**config.mk**
```make
export PLATFORM = sky130hd
export DESIGN_NAME = multichannel_hall_pattern_switch
export DESIGN_NICKNAME = d
export VERILOG_FILES = /design/src/core/multichannel_hall_pattern_switch.v
export VERILOG_INCLUDE_DIRS = /design/src /design/src/core
export SDC_FILE = /design/constraint.sdc
export NUM_CORES = 1
export LEC_CHECK = 0
export ABC_AREA = 1
export BUFFER_PORTS_ARGS = -buffer_cell sky130_fd_sc_hd__buf_2
export CORE_UTILIZATION = 52
export DETAILED_ROUTE_END_ITERATION = 8
export GPL_TIMING_DRIVEN = 0
export PLACE_DENSITY = 0.8
export SYNTH_ARGS = -nofsm -noshare
export SYNTH_HDL_FRONTEND = slang
export SYNTH_SLANG_ARGS = --single-unit
```
**constraint.sdc**
```tcl
create_clock -name ref_clk -period 2.1 [get_ports ref_clk]
set_clock_uncertainty 0.1 [all_clocks]
set_input_delay 0.315 -clock ref_clk [delete_from_list [all_inputs] [get_ports ref_clk]]
set_output_delay 0.315 -clock ref_clk [all_outputs]
set_load 0.005 [all_outputs]
```
**src/core/hall_pattern_defines.vh**
```
// Purpose: register map, field positions and reset values of the pattern switch
// Assumes: Avalon-MM word addressing, 32-bit data
// Notes:   every offset is a byte address divided by four
`ifndef HALL_PATTERN_DEFINES_VH
`define HALL_PATTERN_DEFINES_VH

// register indices (word address)
`define REG_PATTERN_ACTIVE   3'h0
`define REG_PATTERN_SHADOW   3'h1
`define REG_SWITCH_CONTROL   3'h2
`define REG_MODULATION_CTRL  3'h3
`define REG_IRQ_STATUS       3'h4
`define REG_IRQ_CLEAR        3'h5

// pattern register fields
`define OEP_LSB      0
`define OEP_MSB      5
`define EXP_LSB      8
`define EXP_MSB      10
`define CUR_LSB      11
`define CUR_MSB      13
`define STR_MCM_BIT  16
`define STR_HP_BIT   17

// switch control fields
`define SWITCH_EVENT_SELECT_LSB    0
`define SWITCH_EVENT_SELECT_MSB    2
`define SWITCH_SYNC_SELECT_LSB    4
`define SWITCH_SYNC_SELECT_MSB    5
`define STE_MAIN_BIT 8
`define STE_AUX_BIT  9
`define REMIND_BIT   12

// modulation control
`define MCEN_BIT     7

// status bits
`define ST_CORRECT   0
`define ST_WRONG     1
`define ST_TRANSFER  2
`define ST_HALT      3
`define ST_HALTEN    4

// switching event select codes
`define SEL_NONE     3'h0
`define SEL_CORRECT  3'h1
`define SEL_AUXPM    3'h2
`define SEL_MAINOM   3'h3
`define SEL_CH1CM    3'h4
`define SEL_MAINPM   3'h5

// switching sync codes
`define SYN_DIRECT   2'h0
`define SYN_AUXZM    2'h1
`define SYN_MAINZM   2'h2

// reset values
`define RST_PATTERN  6'h00
`define RST_POS      3'h0

// sampling delay
`define DELAY_W      4

`endif

```
**src/core/multichannel_hall_pattern_switch.v**
```verilog
// Purpose: multi-channel output pattern and hall pattern compare logic
// Assumes: timer events are one-cycle pulses synchronous to ref_clk
// Notes:   registers reached over Avalon-MM, one wait state on every access
//
// The Avalon-MM interface to the registers and the address map are this design's own decisions.
`timescale 1ns/100ps
`default_nettype none
`include "hall_pattern_defines.vh"

// Notes on behaviour
// - with multichannel enabled, output active only where pattern bit is 1
// - shadow pattern copied to active only on event transfer or software request
// - event select 000 none, 001 correct position, 010 aux period match
// - 011 main one-match down, 100 ch1 compare up, 101 main period up
// - sync 00 direct, 01 aux zero-match, 10 main zero-match, 11 nothing
// - synchronised update applied only at start of new timer period
// - reminder flag set by selected event, cleared by transfer, readable
// - every pattern transfer sets transfer status flag
// - shadow write with request bit forces transfer under any event select
// - direct sync with request bit gives pure software-controlled update
// - main and aux timer shadow transfers may accompany pattern transfer
// - three position inputs give the rotor position
// - one register holds current, expected and output pattern, with shadow
// - new pattern output when sampled inputs equal expected pattern
// - inputs compared to both expected and current patterns
// - optional sampling delay before comparison
// - correct change copies shadow to active; software may force it
// - input 0 is bit 0, input 2 is bit 2 of position fields
// - match current is spike, match expected correct, neither wrong
// - while halt flag set active output pattern is cleared
// - transfer interrupt pulse on every set event, even if flag set
module multichannel_hall_pattern_switch #(
  parameter DELAY_W = `DELAY_W
) (
  input  wire        ref_clk,
  input  wire        resetn,
  input  wire [2:0]  avs_address,
  input  wire        avs_read,
  input  wire        avs_write,
  input  wire [31:0] avs_writedata,
  input  wire [3:0]  avs_byteenable,
  output reg  [31:0] avs_readdata,
  output reg         avs_waitrequest,
  input  wire        position_input_0,
  input  wire        position_input_1,
  input  wire        position_input_2,
  input  wire        aux_period_match,
  input  wire        main_one_match,
  input  wire        main_period_match,
  input  wire        channel1_compare_match,
  input  wire        count_direction,
  input  wire        aux_zero_match,
  input  wire        main_zero_match,
  input  wire [5:0]  timer_outputs,
  output reg  [5:0]  gated_outputs,
  output reg         pattern_shadow_transfer,
  output reg         main_timer_shadow_transfer,
  output reg         aux_timer_shadow_transfer,
  output reg         correct_position_event,
  output reg         wrong_position_event,
  output reg         transfer_irq
);

  // active and shadow patterns
  reg  [5:0]         output_enable_pattern;
  reg  [5:0]         output_enable_pattern_shadow;
  reg  [2:0]         current_position_pattern;
  reg  [2:0]         expected_position_pattern;
  reg  [2:0]         currentShadow;
  reg  [2:0]         expectedShadow;
  // control
  reg  [2:0]         switch_event_select;
  reg  [1:0]         switch_sync_select;
  reg                steMain;
  reg                steAux;
  reg                multichannel_enable;
  reg                reminder;
  // status
  reg                correctFlag;
  reg                wrongFlag;
  reg                pattern_transfer_flag;
  reg                haltFlag;
  reg                haltEnable;
  // position sampling; lastSample holds the inputs of the previous cycle
  reg  [2:0]         lastSample;
  reg  [DELAY_W-1:0] delayCount;
  reg  [DELAY_W-1:0] delaySetting;
  reg                delayBusy;
  reg                samplePrimed;
  // software transfer requests (one cycle)
  reg                swMcmRequest;
  reg                swHpRequest;

  // write strobe for one word index; the control, modulation, status and clear
  // strobes decode through this, so a changed map only touches the defines header
  function wrHit;
    input       acc;
    input [2:0] addr;
    input [2:0] idx;
    begin
      wrHit = acc & (addr == idx);
    end
  endfunction

  wire [2:0] position_inputs = {position_input_2, position_input_1, position_input_0};
  // a write lands only at the edge where waitrequest is sampled low
  wire       accWrite = avs_write & ~avs_waitrequest;
  wire       wrShadow = avs_write & (avs_address == `REG_PATTERN_SHADOW) & avs_byteenable[0];
  wire       ctlWrite = wrHit(accWrite, avs_address, `REG_SWITCH_CONTROL);
  wire       modWrite = wrHit(accWrite, avs_address, `REG_MODULATION_CTRL);
  wire       statWrite = wrHit(accWrite, avs_address, `REG_IRQ_STATUS) & avs_byteenable[0];
  wire       clrWrite = wrHit(accWrite, avs_address, `REG_IRQ_CLEAR);

  // evaluation strobe: edge seen, optionally delayed for noise immunity;
  // no edge is taken before the first sample after reset, since the reset
  // value of lastSample says nothing about where the rotor really stands
  wire       inputEdge = samplePrimed & (position_inputs != lastSample);
  wire       evalNow = delayBusy ? (delayCount == {DELAY_W{1'b0}})
                                 : (inputEdge & (delaySetting == {DELAY_W{1'b0}}));
  // a match with the current pattern is a spike and is dropped silently
  wire       matchCur = (position_inputs == current_position_pattern);
  wire       matchExp = (position_inputs == expected_position_pattern);
  wire       correctEv = evalNow & ~matchCur & matchExp;
  wire       wrongEv = evalNow & ~matchCur & ~matchExp;

  // selected switching event decode; dir is high while the main timer
  // counts down, and codes 110 and 111 never fire
  function selEvent;
    input [2:0] sel;
    input       che;
    input       apm;
    input       mom;
    input       c1m;
    input       mpm;
    input       dir;
    begin
      case (sel)
        `SEL_CORRECT: selEvent = che;
        `SEL_AUXPM:   selEvent = apm;
        `SEL_MAINOM:  selEvent = mom & dir;
        `SEL_CH1CM:   selEvent = c1m & ~dir;
        `SEL_MAINPM:  selEvent = mpm & ~dir;
        default:      selEvent = 1'b0;
      endcase
    end
  endfunction

  // the selected event, already qualified by count direction
  wire swEvent = selEvent(switch_event_select, correctEv, aux_period_match, main_one_match,
                          channel1_compare_match, main_period_match, count_direction);
  // armed: an event in this cycle or one still waiting from an earlier cycle
  wire armed = reminder | swEvent;
  reg  syncHit;

  // sync qualifier: a pending event only fires at the chosen period start;
  // an event between two zero-matches waits in the reminder flag
  always @* begin
    case (switch_sync_select)
      `SYN_DIRECT: syncHit = armed;
      `SYN_AUXZM:  syncHit = armed & aux_zero_match;
      `SYN_MAINZM: syncHit = armed & main_zero_match;
      default:     syncHit = 1'b0;
    endcase
  end

  // a software request bypasses event select and sync, so the pattern can be
  // forced at any time outside halt, with or without a running timer
  wire mcmTransfer = syncHit | swMcmRequest;
  // position patterns move on a correct event or on their own request bit
  wire hpTransfer = correctEv | swHpRequest;

  // sampling and delay counter; a change seen while the delay runs does not
  // restart it, so a spike that settles back inside the window is judged
  // against the pattern that stands when the window closes
  always @(posedge ref_clk or negedge resetn) begin
    if (!resetn) begin
      lastSample <= 3'h0;
      samplePrimed <= 1'b0;
      delayCount <= {DELAY_W{1'b0}};
      delayBusy <= 1'b0;
    end else begin
      lastSample <= position_inputs;
      samplePrimed <= 1'b1;
      if (delayBusy) begin
        if (delayCount == {DELAY_W{1'b0}})
          delayBusy <= 1'b0;
        else
          delayCount <= delayCount - 1'b1;
      end else if (inputEdge && delaySetting != {DELAY_W{1'b0}}) begin
        // a zero setting takes the edge at once and never starts the counter
        delayBusy <= 1'b1;
        delayCount <= delaySetting - 1'b1;
      end
    end
  end

  // pattern registers, shadows and reminder
  always @(posedge ref_clk or negedge resetn) begin
    if (!resetn) begin
      output_enable_pattern <= `RST_PATTERN;
      output_enable_pattern_shadow <= `RST_PATTERN;
      current_position_pattern <= `RST_POS;
      expected_position_pattern <= `RST_POS;
      currentShadow <= `RST_POS;
      expectedShadow <= `RST_POS;
      reminder <= 1'b0;
    end else begin
      if (accWrite && wrShadow) begin
        output_enable_pattern_shadow <= avs_writedata[`OEP_MSB:`OEP_LSB];
      end
      if (accWrite && avs_address == `REG_PATTERN_SHADOW && avs_byteenable[1]) begin
        expectedShadow <= avs_writedata[`EXP_MSB:`EXP_LSB];
        currentShadow <= avs_writedata[`CUR_MSB:`CUR_LSB];
      end
      // halt clears the active pattern (passive outputs with multichannel enabled) and wins over any transfer;
      // leaving halt does not restore the old pattern, a software or event transfer must load a new one
      if (haltFlag)
        output_enable_pattern <= 6'h00;
      else if (mcmTransfer)
        output_enable_pattern <= output_enable_pattern_shadow;
      // position patterns follow a correct event even with event select off,
      // so the compare keeps tracking the rotor while the outputs are frozen
      if (hpTransfer) begin
        current_position_pattern <= currentShadow;
        expected_position_pattern <= expectedShadow;
      end
      // reminder: the transfer is the clear, and an event in the same cycle is
      // the one served by that transfer, so it must not re-arm the flag;
      // in direct mode the event fires at once and the flag never shows
      if (mcmTransfer)
        reminder <= 1'b0;
      else if (swEvent)
        reminder <= 1'b1;
    end
  end

  // control registers and one-cycle software requests; the request bits are
  // write-only strobes and read back as zero
  always @(posedge ref_clk or negedge resetn) begin
    if (!resetn) begin
      switch_event_select <= `SEL_NONE;
      switch_sync_select <= `SYN_DIRECT;
      steMain <= 1'b0;
      steAux <= 1'b0;
      multichannel_enable <= 1'b0;
      delaySetting <= {DELAY_W{1'b0}};
      swMcmRequest <= 1'b0;
      swHpRequest <= 1'b0;
    end else begin
      swMcmRequest <= accWrite & wrShadow & avs_writedata[`STR_MCM_BIT];
      swHpRequest <= accWrite & (avs_address == `REG_PATTERN_SHADOW)
                     & avs_byteenable[2] & avs_writedata[`STR_HP_BIT];
      if (ctlWrite) begin
        if (avs_byteenable[0]) begin
          switch_event_select <= avs_writedata[`SWITCH_EVENT_SELECT_MSB:`SWITCH_EVENT_SELECT_LSB];
          switch_sync_select <= avs_writedata[`SWITCH_SYNC_SELECT_MSB:`SWITCH_SYNC_SELECT_LSB];
        end
        if (avs_byteenable[1]) begin
          steMain <= avs_writedata[`STE_MAIN_BIT];
          steAux <= avs_writedata[`STE_AUX_BIT];
        end
      end
      if (modWrite && avs_byteenable[0]) begin
        multichannel_enable <= avs_writedata[`MCEN_BIT];
        delaySetting <= avs_writedata[DELAY_W-1:0];
      end
    end
  end

  // status flags: hardware set wins over software clear, so an event that
  // lands in the clear cycle is never lost
  always @(posedge ref_clk or negedge resetn) begin
    if (!resetn) begin
      correctFlag <= 1'b0;
      wrongFlag <= 1'b0;
      pattern_transfer_flag <= 1'b0;
      haltFlag <= 1'b0;
      haltEnable <= 1'b0;
    end else begin
      if (correctEv)
        correctFlag <= 1'b1;
      else if (clrWrite && avs_writedata[`ST_CORRECT])
        correctFlag <= 1'b0;
      if (wrongEv)
        wrongFlag <= 1'b1;
      else if (clrWrite && avs_writedata[`ST_WRONG])
        wrongFlag <= 1'b0;
      // transfer flag and its request pulse share one set strobe
      if (mcmTransfer)
        pattern_transfer_flag <= 1'b1;
      else if (clrWrite && avs_writedata[`ST_TRANSFER])
        pattern_transfer_flag <= 1'b0;
      // a wrong event sets the halt flag only when software has armed it
      if (wrongEv && haltEnable)
        haltFlag <= 1'b1;
      else if (clrWrite && avs_writedata[`ST_HALT])
        haltFlag <= 1'b0;
      if (statWrite) begin
        haltEnable <= avs_writedata[`ST_HALTEN];
        if (avs_writedata[`ST_HALT])
          haltFlag <= 1'b1;
      end
    end
  end

  // outputs, all registered; each pulse trails its internal event by one
  // cycle, and gating uses the pattern that stood before the edge
  always @(posedge ref_clk or negedge resetn) begin
    if (!resetn) begin
      gated_outputs <= 6'h00;
      pattern_shadow_transfer <= 1'b0;
      main_timer_shadow_transfer <= 1'b0;
      aux_timer_shadow_transfer <= 1'b0;
      correct_position_event <= 1'b0;
      wrong_position_event <= 1'b0;
      transfer_irq <= 1'b0;
    end else begin
      gated_outputs <= multichannel_enable ? (timer_outputs & output_enable_pattern)
                                           : timer_outputs;
      pattern_shadow_transfer <= mcmTransfer;
      // timer shadow transfers ride on the pattern transfer, so duty cycle
      // and pattern change in the same period
      main_timer_shadow_transfer <= mcmTransfer & steMain;
      aux_timer_shadow_transfer <= mcmTransfer & steAux;
      correct_position_event <= correctEv;
      wrong_position_event <= wrongEv;
      transfer_irq <= mcmTransfer;
    end
  end

  // read data: captured in the first cycle of a read, while waitrequest is
  // still high, and left standing so it is valid in the cycle that ends it
  always @(posedge ref_clk or negedge resetn) begin
    if (!resetn) begin
      avs_readdata <= 32'h00000000;
    end else begin
      if (avs_read && avs_waitrequest) begin
        case (avs_address)
          `REG_PATTERN_ACTIVE:
            avs_readdata <= {18'h00000, current_position_pattern, expected_position_pattern,
                             2'h0, output_enable_pattern};
          `REG_PATTERN_SHADOW:
            avs_readdata <= {18'h00000, currentShadow, expectedShadow,
                             2'h0, output_enable_pattern_shadow};
          `REG_SWITCH_CONTROL:
            avs_readdata <= {19'h00000, reminder, 2'h0, steAux, steMain,
                             2'h0, switch_sync_select, 1'b0, switch_event_select};
          `REG_MODULATION_CTRL:
            avs_readdata <= {24'h000000, multichannel_enable, {(7-DELAY_W){1'b0}},
                             delaySetting};
          `REG_IRQ_STATUS:
            avs_readdata <= {24'h000000, 3'h0, haltEnable, haltFlag, pattern_transfer_flag,
                             wrongFlag, correctFlag};
          // unmapped words and the write-only clear word read back as zero
          default:
            avs_readdata <= 32'h00000000;
        endcase
      end
    end
  end

  // waitrequest from a flop: high while idle, low for exactly one cycle once
  // a request has been seen; this costs one wait state on writes as well,
  // but keeps every port on a register and gives the read data a full cycle
  // to settle before the master takes it
  always @(posedge ref_clk or negedge resetn) begin
    if (!resetn) begin
      avs_waitrequest <= 1'b1;
    end else begin
      avs_waitrequest <= ~((avs_read | avs_write) & avs_waitrequest);
    end
  end

endmodule // multichannel_hall_pattern_switch
`default_nettype wire

```
# After elaboration in Yosys (flattened, before gate mapping)
# Cells that the tools add are included.
[word_totals]
inputBits = 59
output_inout_bits = 45
register_bits = 97
wordCells = 136
[classes]
muxes = 25
n_addsub = 2
n_reduce_logical = 25
eq_ne = 16
bitwise_logic = 36
[op_table]
columns = ["op", "n"]
rows = [
  ["$pmux 14 s5", 1],
  ["$and 1x1->1", 26],
  ["$mux 6", 3],
  ["$mux 1", 16],
  ["$eq 3x2->1 const B", 4],
  ["$eq 3x3->1 const B", 4],
  ["$mux 4", 3],
  ["$reduce_bool 2->1", 6],
  ["$logic_and 1x1->1", 11],
  ["$logic_not 4->1", 2],
  ["$sub 4x1->4 const B", 2],
  ["$and 6x6->6", 1],
  ["$eq 3x1->1 const B", 2],
  ["$eq 3x3->1", 2],
  ["$reduce_and 2->1", 3],
  ["$not 1->1", 5],
  ["$pmux 1 s5", 1],
  ["$or 1x1->1", 4],
  ["$reduce_bool 4->1", 1],
  ["$logic_not 3->1", 1],
  ["$ne 3x3->1", 1],
  ["$pmux 1 s3", 1],
  ["$eq 2x1->1 const B", 1],
  ["$eq 2x2->1 const B", 1],
  ["2 further kinds", 2],
]

# Logic depth before layout (Yosys ltp)
# Gate-level depths: netlist of the first run.
[logic_depth]
depth_word = 13
mapped_depth = 14

# Worst setup path before layout of the first run
# Ideal clock, no wire load.
[synth_path]
kind = "register to register"
start = "register delayBusy"
end = "register current_position_pattern[0]"
required_ps = 1882
setup_time_ps = 118
arrival_time_ps = 1347
stages_incl_launch_ff = 14
slack_ps = 535
path_cell_list = "dfrtp_1 -> buf_6 -> inv_4 -> nor2_4 -> nand3_2 -> nand2_2 -> nand2_2 -> inv_2 -> nand3_2 -> inv_2 -> or2_4 -> buf_6 -> nand2_1 -> o21ai_2"
[synth_via]
elab_chain_cells = 4
[synth_rtl]
columns = ["item", "line", "rtl"]
rows = [
  ["start: declaration", "multichannel_hall_pattern_switch.v:88", "reg delayBusy;"],
  ["start signal: assignment", "multichannel_hall_pattern_switch.v:180", "delayBusy <= 1'b0;"],
  ["start signal: assignment", "multichannel_hall_pattern_switch.v:186", "delayBusy <= 1'b0;"],
  ["start signal: assignment", "multichannel_hall_pattern_switch.v:191", "delayBusy <= 1'b1;"],
  ["$mux 1", "multichannel_hall_pattern_switch.v:118", "wire evalNow = delayBusy ? (delayCount == {DELAY_W{1'b0}})"],
  ["$and 1x1->1 (2 in series)", "multichannel_hall_pattern_switch.v:123", "wire correctEv = evalNow & ~matchCur & matchExp;"],
  ["named net correctEv", "multichannel_hall_pattern_switch.v:123", ""],
  ["$or 1x1->1", "multichannel_hall_pattern_switch.v:170", "wire hpTransfer = correctEv | swHpRequest;"],
  ["end signal: assignment", "multichannel_hall_pattern_switch.v:202", "current_position_pattern <= `RST_POS;"],
  ["end signal: assignment", "multichannel_hall_pattern_switch.v:224", "current_position_pattern <= currentShadow;"],
  ["end: declaration", "multichannel_hall_pattern_switch.v:67", "reg [2:0] current_position_pattern;"],
]
# The timed path passes the listed nets, and every way through them passes these cells.
# A chain may end at the register's enable or synchronous reset.

# Worst setup path in the final report of the first run
[layout_path]
start = "register delayBusy"
end = "register reminder"
[layout_via]
elab_chain_cells = 9
word_cells_on_any_way = 11
classes_between = "mux: 4; bitwise: 6; reduce/logical: 1"
[layout_rtl]
columns = ["item", "line", "rtl"]
rows = [
  ["$mux 1 (*)", "multichannel_hall_pattern_switch.v:118", ""],
  ["$and 1x1->1 (*) (2 in series)", "multichannel_hall_pattern_switch.v:123", ""],
  ["$pmux 1 s5 (*)", "multichannel_hall_pattern_switch.v:137", "case (sel)"],
  ["$or 1x1->1 (*)", "multichannel_hall_pattern_switch.v:152", "wire armed = reminder | swEvent;"],
  ["$and 1x1->1, on equally long branches", "multichannel_hall_pattern_switch.v:161, multichannel_hall_pattern_switch.v:160", ""],
  ["$pmux 1 s3 (*)", "multichannel_hall_pattern_switch.v:158", "case (switch_sync_select)"],
  ["$or 1x1->1 (*)", "multichannel_hall_pattern_switch.v:168", "wire mcmTransfer = syncHit | swMcmRequest;"],
  ["named net mcmTransfer", "multichannel_hall_pattern_switch.v:168", ""],
  ["$mux 1 or $reduce_bool 2->1 (tied branches)", "--", ""],
  ["end signal: assignment", "multichannel_hall_pattern_switch.v:206", "reminder <= 1'b0;"],
  ["end signal: assignment", "multichannel_hall_pattern_switch.v:231", "reminder <= 1'b0;"],
  ["end signal: assignment", "multichannel_hall_pattern_switch.v:233", "reminder <= 1'b1;"],
  ["end: declaration", "multichannel_hall_pattern_switch.v:77", "reg reminder;"],
]
# Mark *: on every way through the listed nets, which the timed path passes. The rest lies on a longest branch.

==> flow_summary.json, run 1 <==
{
  "dieHeight_um": 86.8,
  "place.gp.congestion": 0.861,
  "num_io_pins": 104,
  "core_area_um2": 6870,
  "post_route_cells_drive_above_1_share_pct": 25.6,
  "routed_wire_length_per_instance_um": 13.4,
  "critPathLaunchType": "register",
  "dieArea_um2": 7540,
  "post_synth_edffs": 0,
  "worstSetupEndpointType": "register",
  "worstPathArrival_ps": 1900,
  "timing_hold_violations_final": 0,
  "detailed_route_iter0_violations": 228,
  "cp_data_required_time_ps": 2250,
  "initial_utilization_pct": 54.5,
  "synth.largest_area_cell": "dfrtp_1",
  "gr-usage-all-layers_pct": 24.3,
  "antenna_cells": 0,
  "synth-seq-area-share_pct": 52.2,
  "first_pass_drt_iterations": 5,
  "leading_post_synthesis_cells_by_cell_area": "dfrtp_1, nand2_1, o21ai_0",
  "clock_insertion_delay_worst_skew_ps": 350,
  "worst_path_max_delay_cell": "dfrtp_1",
  "pin_count_of_the_biggest_net_entering_global_routing": 65,
  "grt_remaining_overflow": 0,
  "fillers": 583,
  "average_size_of_a_mapped_cell_um2": 8.72,
  "finalWirelength_um": 8430,
  "number_of_setup_buffers_added_after_cts": 0,
  "syn_inst": 429,
  "final.period_utilization_pct": 83.6,
  "cts_tree": "yes",
  "power.density_nw_per_um2": 1020,
  "rsz0062_at_grt": "no",
  "synthDominantCellAreaShare_pct": 51.5,
  "fmax_mhz": 569,
  "post-dp-hpwl_um": 6250,
  "postSynth.topFlopCell": "dfrtp_1",
  "syn_std_cell_area_um2": 3740,
  "p_leak_nw": 2.42,
  "critical-path-max-stage-delay_ps": 380,
  "post_cts_resize_count": 0,
  "timing.critical_path.fanout_max": 8,
  "finalSetupViolations": 0,
  "layout.cell_area.non_filler_um2": 4520,
  "grt_pass1_wl_um": 13800,
  "final.setup.tns_ps": 0,
  "path_clk_slew_ps": 80,
  "via_count": 3137,
  "outcome": "completed",
  "fin_nets": 589,
  "setup.worst_path.class": "register to register",
  "hp-class": "input port to register",
  "total_cts_buffers": 9,
  "row_count": 30,
  "layout_commonest_cell": "nand2_1",
  "area_growth_syn_to_layout_pct": 20.7,
  "synth.ff_latch_count": 78,
  "die_w_um": 86.8,
  "ant_nets": 0,
  "drv_slew": 0,
  "detail_route.vias_per_cell": 5.00,
  "port_buffers": 66,
  "route.detailed.drc": 0,
  "layout_common_cells": "nand2_1, dfrtp_1, buf_2",
  "number_of_antenna_violations_at_the_first_check_in_global_routing": 0,
  "max-clock-path-buffers": 2,
  "period_minus_ws_final_ps": 1760,
  "worst_path_cell_chain": "buf_6 -> nor2_2 -> nand3_2 -> nand2_2 -> nand2_2 -> inv_2 -> nand4_1 -> nand2_2 -> nand2_4 -> nand2_8 -> inv_4 -> nand2_1 -> inv_1",
  "h-tree-depth": 3,
  "ys.warnings.count": 0,
  "cell_variety_after_synth": 42,
  "vdd.ir_drop.worst_mv": 0.479,
  "max_cap_viol_count": 0,
  "clock_tree.root_cell": "clkbuf_8",
  "cts.sinks": 78,
  "path_common_cell": "nand2_2",
  "ys_async_sr_fraction_pct": 100,
  "placed_area_um2": 4290,
  "grt_pass1_vias": 2890
}
-- stage by stage --
step | cells | setup WS, ps | total power (W) | hold WS [ps] | utilization [%]
5_1_grt | 627 | 218 | 0.00491 | 25.5 | 65.7
3_3_place_gp | 609 | 103 | 0.00332 | 359 | 62.0
2_1_floorplan | 447 | 535 | 0.00298 | -80.6 | -
3_5_place_dp | 610 | 303 | 0.00340 | 96.1 | 62.5
4_1_cts | 627 | 338 | 0.00462 | 9.83 | 65.7
6_report | 627 | 344 | 0.00461 | 18.2 | 65.7
-- critical path: cells and delay by family, from the launching register on --
kind	cells	cell delay [ps]
buffers and inverters	4	310
AND/OR/NAND/NOR	9	850
flip-flops	1	380
-- report_power, final --
group          internal (W)  total (W)  switching (W)
clock              0.000699    0.00123       0.000526
sequential          0.00184    0.00208       0.000237
combinational      0.000533    0.00131       0.000781
total               0.00307    0.00461        0.00154
-- logic make-up after synthesis --
kind of cell / Yosys count / synth area share (%)
other: 2 / 0.201
DFF: 78 / 52.2
AOI/OAI and AO/OA: 76 / 12.3
xor gates and xnor gates: 4 / 0.936
buffers and inverters: 86 / 11.2
and+or+nand+nor: 176 / 21.0
adders and majority gates: 4 / 1.34
muxes: 3 / 0.836
-- cells in the mapped netlist, types with 2 or more instances --
cell type,count
nand4_1,8
o211ai_1,2
o21ai_2,5
a21oi_1,8
buf_4,20
inv_1,54
xnor2_1,2
nor2_2,3
conb_1,2
o22ai_1,3
nand2_2,5
nor2_1,25
mux2i_1,2
nand3_1,11
nand3_2,3
buf_6,2
ha_1,4
a221oi_1,5
buf_2,2
xor2_1,2
nor3_1,2
a21boi_0,6
o221ai_1,2
inv_4,2
inv_2,5
nand2_1,112
dfrtp_1,77
o21ai_0,41
-- final timing paths --
check                           startpoint               end  slack (ps)  cells after the start
min in group asynchronous           resetn  avs_readdata[12]         280                      2
max reg2reg                      delayBusy          reminder         340                     13
min                              avs_write   avs_waitrequest          20                      2
min reg2reg                avs_readdata[0]   avs_readdata[0]         380                      2
max in group asynchronous           resetn   avs_waitrequest         990                      3
max                              delayBusy          reminder         340                     13
-- registers in the layout, summed over array words and instances, names as in the netlist, 2 cells and up --
name,cells
avs_readdata,13
currentShadow,3
current_position_pattern,3
delayCount,4
delaySetting,4
expectedShadow,3
expected_position_pattern,3
gated_outputs,6
lastSample,3
output_enable_pattern,6
output_enable_pattern_shadow,6
switch_event_select,3
switch_sync_select,2
-- cell type report --
type / instances / area [µm²] / area share [%]
plain buffers: 25 / 186 / 4.13
clock buffers: 12 / 145 / 3.21
clock inverters: 4 / 70.1 / 1.55
inverters: 61 / 234 / 5.18
multi-input cells: 283 / 1440 / 31.8
flip-flops and latches: 78 / 1950 / 43.3
well taps: 96 / 120 / 2.66
repair buffers: 68 / 370 / 8.20
-- layer usage --
layer | vias up | track usage (%) | wire length (µm)
met3 | 14 | 4.76 | 484
met2 | 120 | 37.8 | 3990
met5 | - | 0 | 0
met1 | 1478 | 33.7 | 3800
met4 | 0 | 9.55 | 150
li1 | 1525 | - | -
-- timing repair --
item                                    4_1_cts  5_1_grt
endpoints found under the setup margin        0        0
hold buffers                                  1        0
endpoints found under the hold margin        14        0
Note: power is estimated with default switching activity, not from simulation.
==> run 2, diff against run 1 <==
- clock period: 2.1 -> 1.71 ns (I/O delays scaled with it)
==> run 2 against run 1 <==
  * The flow now finishes with violations (negative setup slack)
  * Clock power grew 24%
  * First-iteration DRC count shrank 7.0%
  * Register-to-register slack lost 350 ps
  * Worst hold slack lost 13 ps
  * Total power grew 28%
  * Combinational power grew 37%
  * Wire length grew 4.6%
  * Sequential power grew 24%
  * Clock-buffer cell count is the same
  * Critical path type unchanged
  * Critical endpoint unchanged
  * Highest routed layer unchanged
==> flow_summary.json, run 2 (synthesis gave the netlist of run 1 again) <==
{
  "dp_slack_ps": -28.7,
  "layout.cells.non_filler": 639,
  "place.gp.congestion": 0.861,
  "port_buffers": 66,
  "hp-class": "input port to register",
  "outcome": "finished with violations",
  "critical-path-max-stage-delay_ps": 380,
  "violations": "negative setup slack",
  "grt_remaining_overflow": 0,
  "worst_path_cell_chain": "buf_6 -> nor2_4 -> nand3_2 -> nand2_2 -> nand2_2 -> inv_2 -> nand4_1 -> nand2_2 -> nand2_4 -> nand2_8 -> inv_8 -> nand2_4 -> inv_2",
  "worst_slack_ps": -8.68,
  "worstPathArrival_ps": 1880,
  "cts_tree": "yes",
  "setup.reg_to_reg.worst_slack_ps": -9,
  "top_layer_used": "met4",
  "timing_hold_violations_final": 0,
  "fmax_mhz": 582,
  "path_clk_slew_ps": 80,
  "drv_slew": 0,
  "met2WireLength_um": 4160,
  "antenna_cells": 0,
  "first_pass_drt_iterations": 5,
  "whs_ps": 5.61,
  "layout_commonest_cell": "nand2_1",
  "timing.critical_path.fanout_max": 8,
  "number_of_antenna_violations_at_the_first_check_in_global_routing": 0,
  "net-switching-power_w": 0.00200,
  "critPathBufInv": 4,
  "portion_of_total_power_attributed_to_the_clock_network_pct": 25.8,
  "initial_utilization_pct": 54.5,
  "h-tree-depth": 3,
  "power.density_nw_per_um2": 1260,
  "worstSetupEndpointType": "register",
  "routed_wire_length_per_instance_um": 13.8,
  "vdd.ir_drop.worst_mv": 0.618,
  "wl_met3_um": 588,
  "post_route_cells_drive_above_1_share_pct": 27.8,
  "num_io_pins": 104,
  "largest_register_ff_count": 13,
  "post-dp-hpwl_um": 6250,
  "grt_pass1_wl_um": 14100,
  "clock_insertion_delay_worst_skew_ps": 360,
  "final.period_utilization_pct": 101,
  "die_w_um": 86.8,
  "max-clock-path-buffers": 2,
  "critPathTopFamily": "simple AND/OR/NAND/NOR gates",
  "rsz0062_at_grt": "yes",
  "gr-usage-all-layers_pct": 24.8,
  "core_area_um2": 6870,
  "finalSetupViolations": 2,
  "fin_nets": 601,
  "cts.sinks": 78,
  "dpl.cell_count": 610,
  "detailed_route_iter0_violations": 212,
  "grt_pass1_vias": 2950,
  "total_cts_buffers": 9,
  "p_leak_nw": 2.50,
  "dieArea_um2": 7540,
  "met1Wirelength_um": 3830,
  "ant_nets": 0,
  "power.share.combinational_pct": 30.6,
  "finalWirelength_um": 8810,
  "fin_util_pct": 68.2,
  "worst_path_max_delay_cell": "dfrtp_1",
  "max_cap_viol_count": 0,
  "power.switching_fraction_pct": 33.9,
  "detail_route.vias_per_cell": 5.06,
  "via_count": 3231,
  "area_growth_syn_to_layout_pct": 25.1,
  "p_int_w": 0.00389,
  "clock_tree.root_cell": "clkbuf_8",
  "largest_register": "avs_readdata",
  "row_count": 30,
  "pin_count_of_the_biggest_net_entering_global_routing": 65,
  "path_common_cell": "nand2_2",
  "dieHeight_um": 86.8,
  "portion_of_total_power_attributed_to_sequential_cells_pct": 43.6,
  "layout_common_cells": "nand2_1, dfrtp_1, buf_2",
  "period_minus_ws_final_ps": 1720,
  "cp_data_required_time_ps": 1870,
  "setup.worst_path.class": "register to register",
  "critPathLaunchType": "register",
  "fillers": 564,
  "route.detailed.drc": 0
}
-- run 2: changes by cell type in the layout (fill, tap and decap cells not counted), moves of 3 or more --
cell and change:
buf_4 +6, dlygate4sd3_1 +5, inv_1 -3, nand2_4 +4, inv_2 +3, nand2_1 -5
-- run 2: metal layers --
layer / up-vias / track usage (%)
li1: 1551 / -
met1: 1513 / 34.1
met2: 145 / 39.0
met3: 22 / 4.67
met4: 0 / 9.55
met5: - / 0
-- run 2: power groups by stage --
stage	Combinational, W	Sequential, W	Clock (W)
CTS	0.00166	0.00254	0.00152
floorplan	0.00114	0.00252	0
finish	0.00180	0.00257	0.00152
detailed placement	0.00161	0.00257	0
global route	0.00202	0.00261	0.00161
global placement	0.00153	0.00255	0
-- run 2: worst min-delay path, delay by kind of cell --
kind / cells / cell delay, ps
buffers and inverters: 2 / 130
and+or+nand+nor: 1 / 40
-- run 2: metrics by stage --
| step | setup TNS [ps] | instance area, µm² | total power (W) |
|---|---|---|---|
| 2_1_floorplan | 0 | 3810 | 0.00366 |
| 6_report | -12.3 | 4680 | 0.00589 |
| 3_3_place_gp | -17290 | 4260 | 0.00408 |
| 3_5_place_dp | -96.3 | 4290 | 0.00418 |
| 5_1_grt | -1270 | 4680 | 0.00624 |
| 4_1_cts | -42.5 | 4580 | 0.00572 |
-- run 2: repair_timing --
| action | in CTS | in global routing |
|---|---|---|
| gates resized for setup | 1 | 16 |
| pin swaps | 2 | 10 |
| cloned | 0 | 1 |
| setup buffers | 1 | 5 |
| hold buffers | 6 | 0 |
| endpoints found under the setup margin | 2 | 18 |
| hold endpoints to repair | 45 | 0 |
-- run 2: area by class of cell --
class | count | area, µm² | share of cell area (%)
repair buffers | 80 | 490 | 10.5
inverters | 61 | 239 | 5.10
well taps | 96 | 120 | 2.57
flip-flops and latches | 78 | 1950 | 41.7
multi-input cells | 283 | 1470 | 31.5
plain buffers | 25 | 190 | 4.06
clock inverters | 4 | 70.1 | 1.50
clock buffers | 12 | 145 | 3.10
-- run 2: worst paths after layout --
| check | from | endpoint | depth (start not counted) |
|---|---|---|---|
| min in group asynchronous | resetn | correct_position_event | 2 |
| min reg2reg | avs_readdata[0] | avs_readdata[0] | 2 |
| max | delayBusy | reminder | 13 |
| min | avs_writedata[16] | swMcmRequest | 3 |
| max in group asynchronous | resetn | avs_waitrequest | 3 |
| max reg2reg | delayBusy | reminder | 13 |
==> run 3, diff against run 2 <==
- CORE_UTILIZATION: 52 -> 47
- PLACE_DENSITY: 0.8 -> 0.76
- clock period: 1.71 -> 1.5 ns (I/O delays scaled with it)
==> run 3 against run 2 <==
  * The flow still finishes with violations (negative setup slack)
  * Total power up 20%
  * Clock power grew 9%
  * Flip-flop and latch count stayed put
  * First-iteration DRC count fell by 7.1%
  * Non-clock buffer count is 15 higher
  * Largest power group unchanged
  * Worst hold slack better by 3.4 ps
  * Largest cell class unchanged
  * Combinational power is 36% higher
  * Sequential power up 16%
  * Global-route usage shrank 1.9 points
  * Cell area increased by 5.3%
  * Die area rose by 10%
==> flow_summary.json, run 3 (synthesis gave the netlist of run 1 again) <==
{
  "ff2ff_path_depth": 11,
  "detailed_route_iter0_violations": 197,
  "max-clock-path-buffers": 2,
  "crit-reg2reg-capture": "correctFlag",
  "h-tree-depth": 3,
  "outcome": "finished with violations",
  "timing.critical_path.fanout_max": 3,
  "crit-reg2reg-launch": "delayCount[1]",
  "vdd.ir_drop.worst_mv": 0.701,
  "finalSetupViolations": 22,
  "cp-startpoint": "delayCount[1]",
  "num_io_pins": 104,
  "detail_route.vias_per_cell": 5.03,
  "place.gp.congestion": 0.835,
  "path_clk_slew_ps": 80,
  "port_buffers": 66,
  "layout_commonest_cell": "nand2_1",
  "multi_input_comb_area_um2": 1590,
  "cts_tree": "yes",
  "grt_pass1_vias": 3183,
  "routed_wire_length_per_instance_um": 13.9,
  "fin_nets": 616,
  "critPathLaunchType": "register",
  "setup.worst_path.class": "register to register",
  "timing.critical_path.to": "correctFlag",
  "gr-usage-all-layers_pct": 22.8,
  "worstPathArrival_ps": 1920,
  "number_of_antenna_violations_at_the_first_check_in_global_routing": 0,
  "fillers": 639,
  "via_count": 3313,
  "setup.reg_to_reg.worst_slack_ps": -230,
  "final.setup.tns_ps": -3720,
  "cts.sinks": 78,
  "first_pass_drt_iterations": 5,
  "cp_data_required_time_ps": 1690,
  "core_area_um2": 7730,
  "largest_register_ff_count": 13,
  "initial_utilization_pct": 48.4,
  "clock_tree.root_cell": "clkbuf_8",
  "hp-class": "input port to register",
  "drv_slew": 0,
  "layout_common_cells": "nand2_1, dfrtp_1, buf_2",
  "grt_remaining_overflow": 0,
  "period_minus_ws_final_ps": 1730,
  "worst_slack_ps": -231,
  "total_cts_buffers": 9,
  "route.detailed.drc": 0,
  "post_route_cells_drive_above_1_share_pct": 33.9,
  "rsz0062_at_grt": "yes",
  "violations": "negative setup slack",
  "die_w_um": 91.2,
  "ant_nets": 0,
  "dieHeight_um": 91.2,
  "grt_pass1_wl_um": 14700,
  "timing_hold_violations_final": 0,
  "power.density_nw_per_um2": 1440,
  "area_growth_syn_to_layout_pct": 31.7,
  "antenna_cells": 0,
  "finalWirelength_um": 9160,
  "final.period_utilization_pct": 115,
  "clock_insertion_delay_worst_skew_ps": 350,
  "dieArea_um2": 8320,
  "row_count": 32,
  "fmax_mhz": 578,
  "dpl.cell_count": 616,
  "worstSetupEndpointType": "register",
  "register_area_um2": 1960,
  "pin_count_of_the_biggest_net_entering_global_routing": 56,
  "p_leak_nw": 2.62,
  "largest_register": "avs_readdata",
  "layout.cells.non_filler": 659,
  "max_cap_viol_count": 0,
  "post-dp-hpwl_um": 6270,
  "whs_ps": 8.97
}
[run 3: changes by cell type in the layout (fill, tap and decap cells not counted), moves of 4 or more]
| cell | change |
|---|---|
| nand2_1 | -5 |
| nor2_1 | -4 |
| inv_1 | -4 |
| buf_4 | +11 |
| inv_2 | +4 |
[run 3: critical path: stages (launching register included)]
cell and delay [ps]:
dfrtp_1 430, nor2_1 180, nand3_2 110, nand2_2 90
nand2_2 50, inv_2 60, nand3_2 100, buf_4 150
buf_4 120, buf_4 120, buf_4 120, nand2_1 60
[run 3: power breakdown]
group	total, W	internal, W	leakage, nW	switching [W]
clock network	0.00166	0.000920	0.106	0.000738
logic	0.00245	0.00113	1.53	0.00132
registers	0.00298	0.00258	0.979	0.000402
[run 3: cell type report]
class                           instances  area share [%]
Sequential cell                        78            39.7
Multi-Input combinational cell        283            32.2
Timing Repair Buffer                   96            12.9
Inverter                               61            4.85
Buffer                                 24            3.71
Clock buffer                           10            2.59
Tap cell                              102            2.59
Clock inverter                          5            1.52
[run 3: per-layer routing]
| layer | global-route usage (%) | part of all wire [%] | vias up |
|---|---|---|---|
| met3 | 4.19 | 5.5 | 26 |
| li1 | - | - | 1582 |
| met1 | 29.7 | 42 | 1575 |
| met4 | 12.0 | 3.6 | 0 |
| met2 | 36.4 | 48 | 130 |
| met5 | 0 | 0 | - |
[run 3: how the worst min path moves through the flow]
stage | from | endpoint | slack [ps] | cells past startpoint
floorplan | resetn | aux_timer_shadow_transfer | -170 | 0
global placement | avs_write | avs_waitrequest | 280 | 2
detailed placement | resetn | gated_outputs[2] | 50 | 1
CTS | avs_writedata[7] | multichannel_enable | 0.4 | 2
global route | timer_outputs[4] | gated_outputs[4] | 3 | 2
finish | avs_writedata[17] | swHpRequest | 9 | 3
[run 3: what timing repair did]
action	in CTS	in global routing
setup endpoints to repair	33	48
pin swaps	7	20
hold endpoints to repair	28	0
hold buffers	7	0
gates cloned	1	0
resized for setup	15	42
setup buffers	10	11
[run 3: metrics by stage]
stage	total power, W	setup slack [ps]	util, %	cell area (µm²)
2_1_floorplan	0.00418	-60.1	-	3820
3_3_place_gp	0.00467	-424	55.4	4280
3_5_place_dp	0.00478	-233	55.8	4310
4_1_cts	0.00666	-235	61.2	4730
5_1_grt	0.00752	-303	63.8	4930
6_report	0.00709	-231	63.8	4930
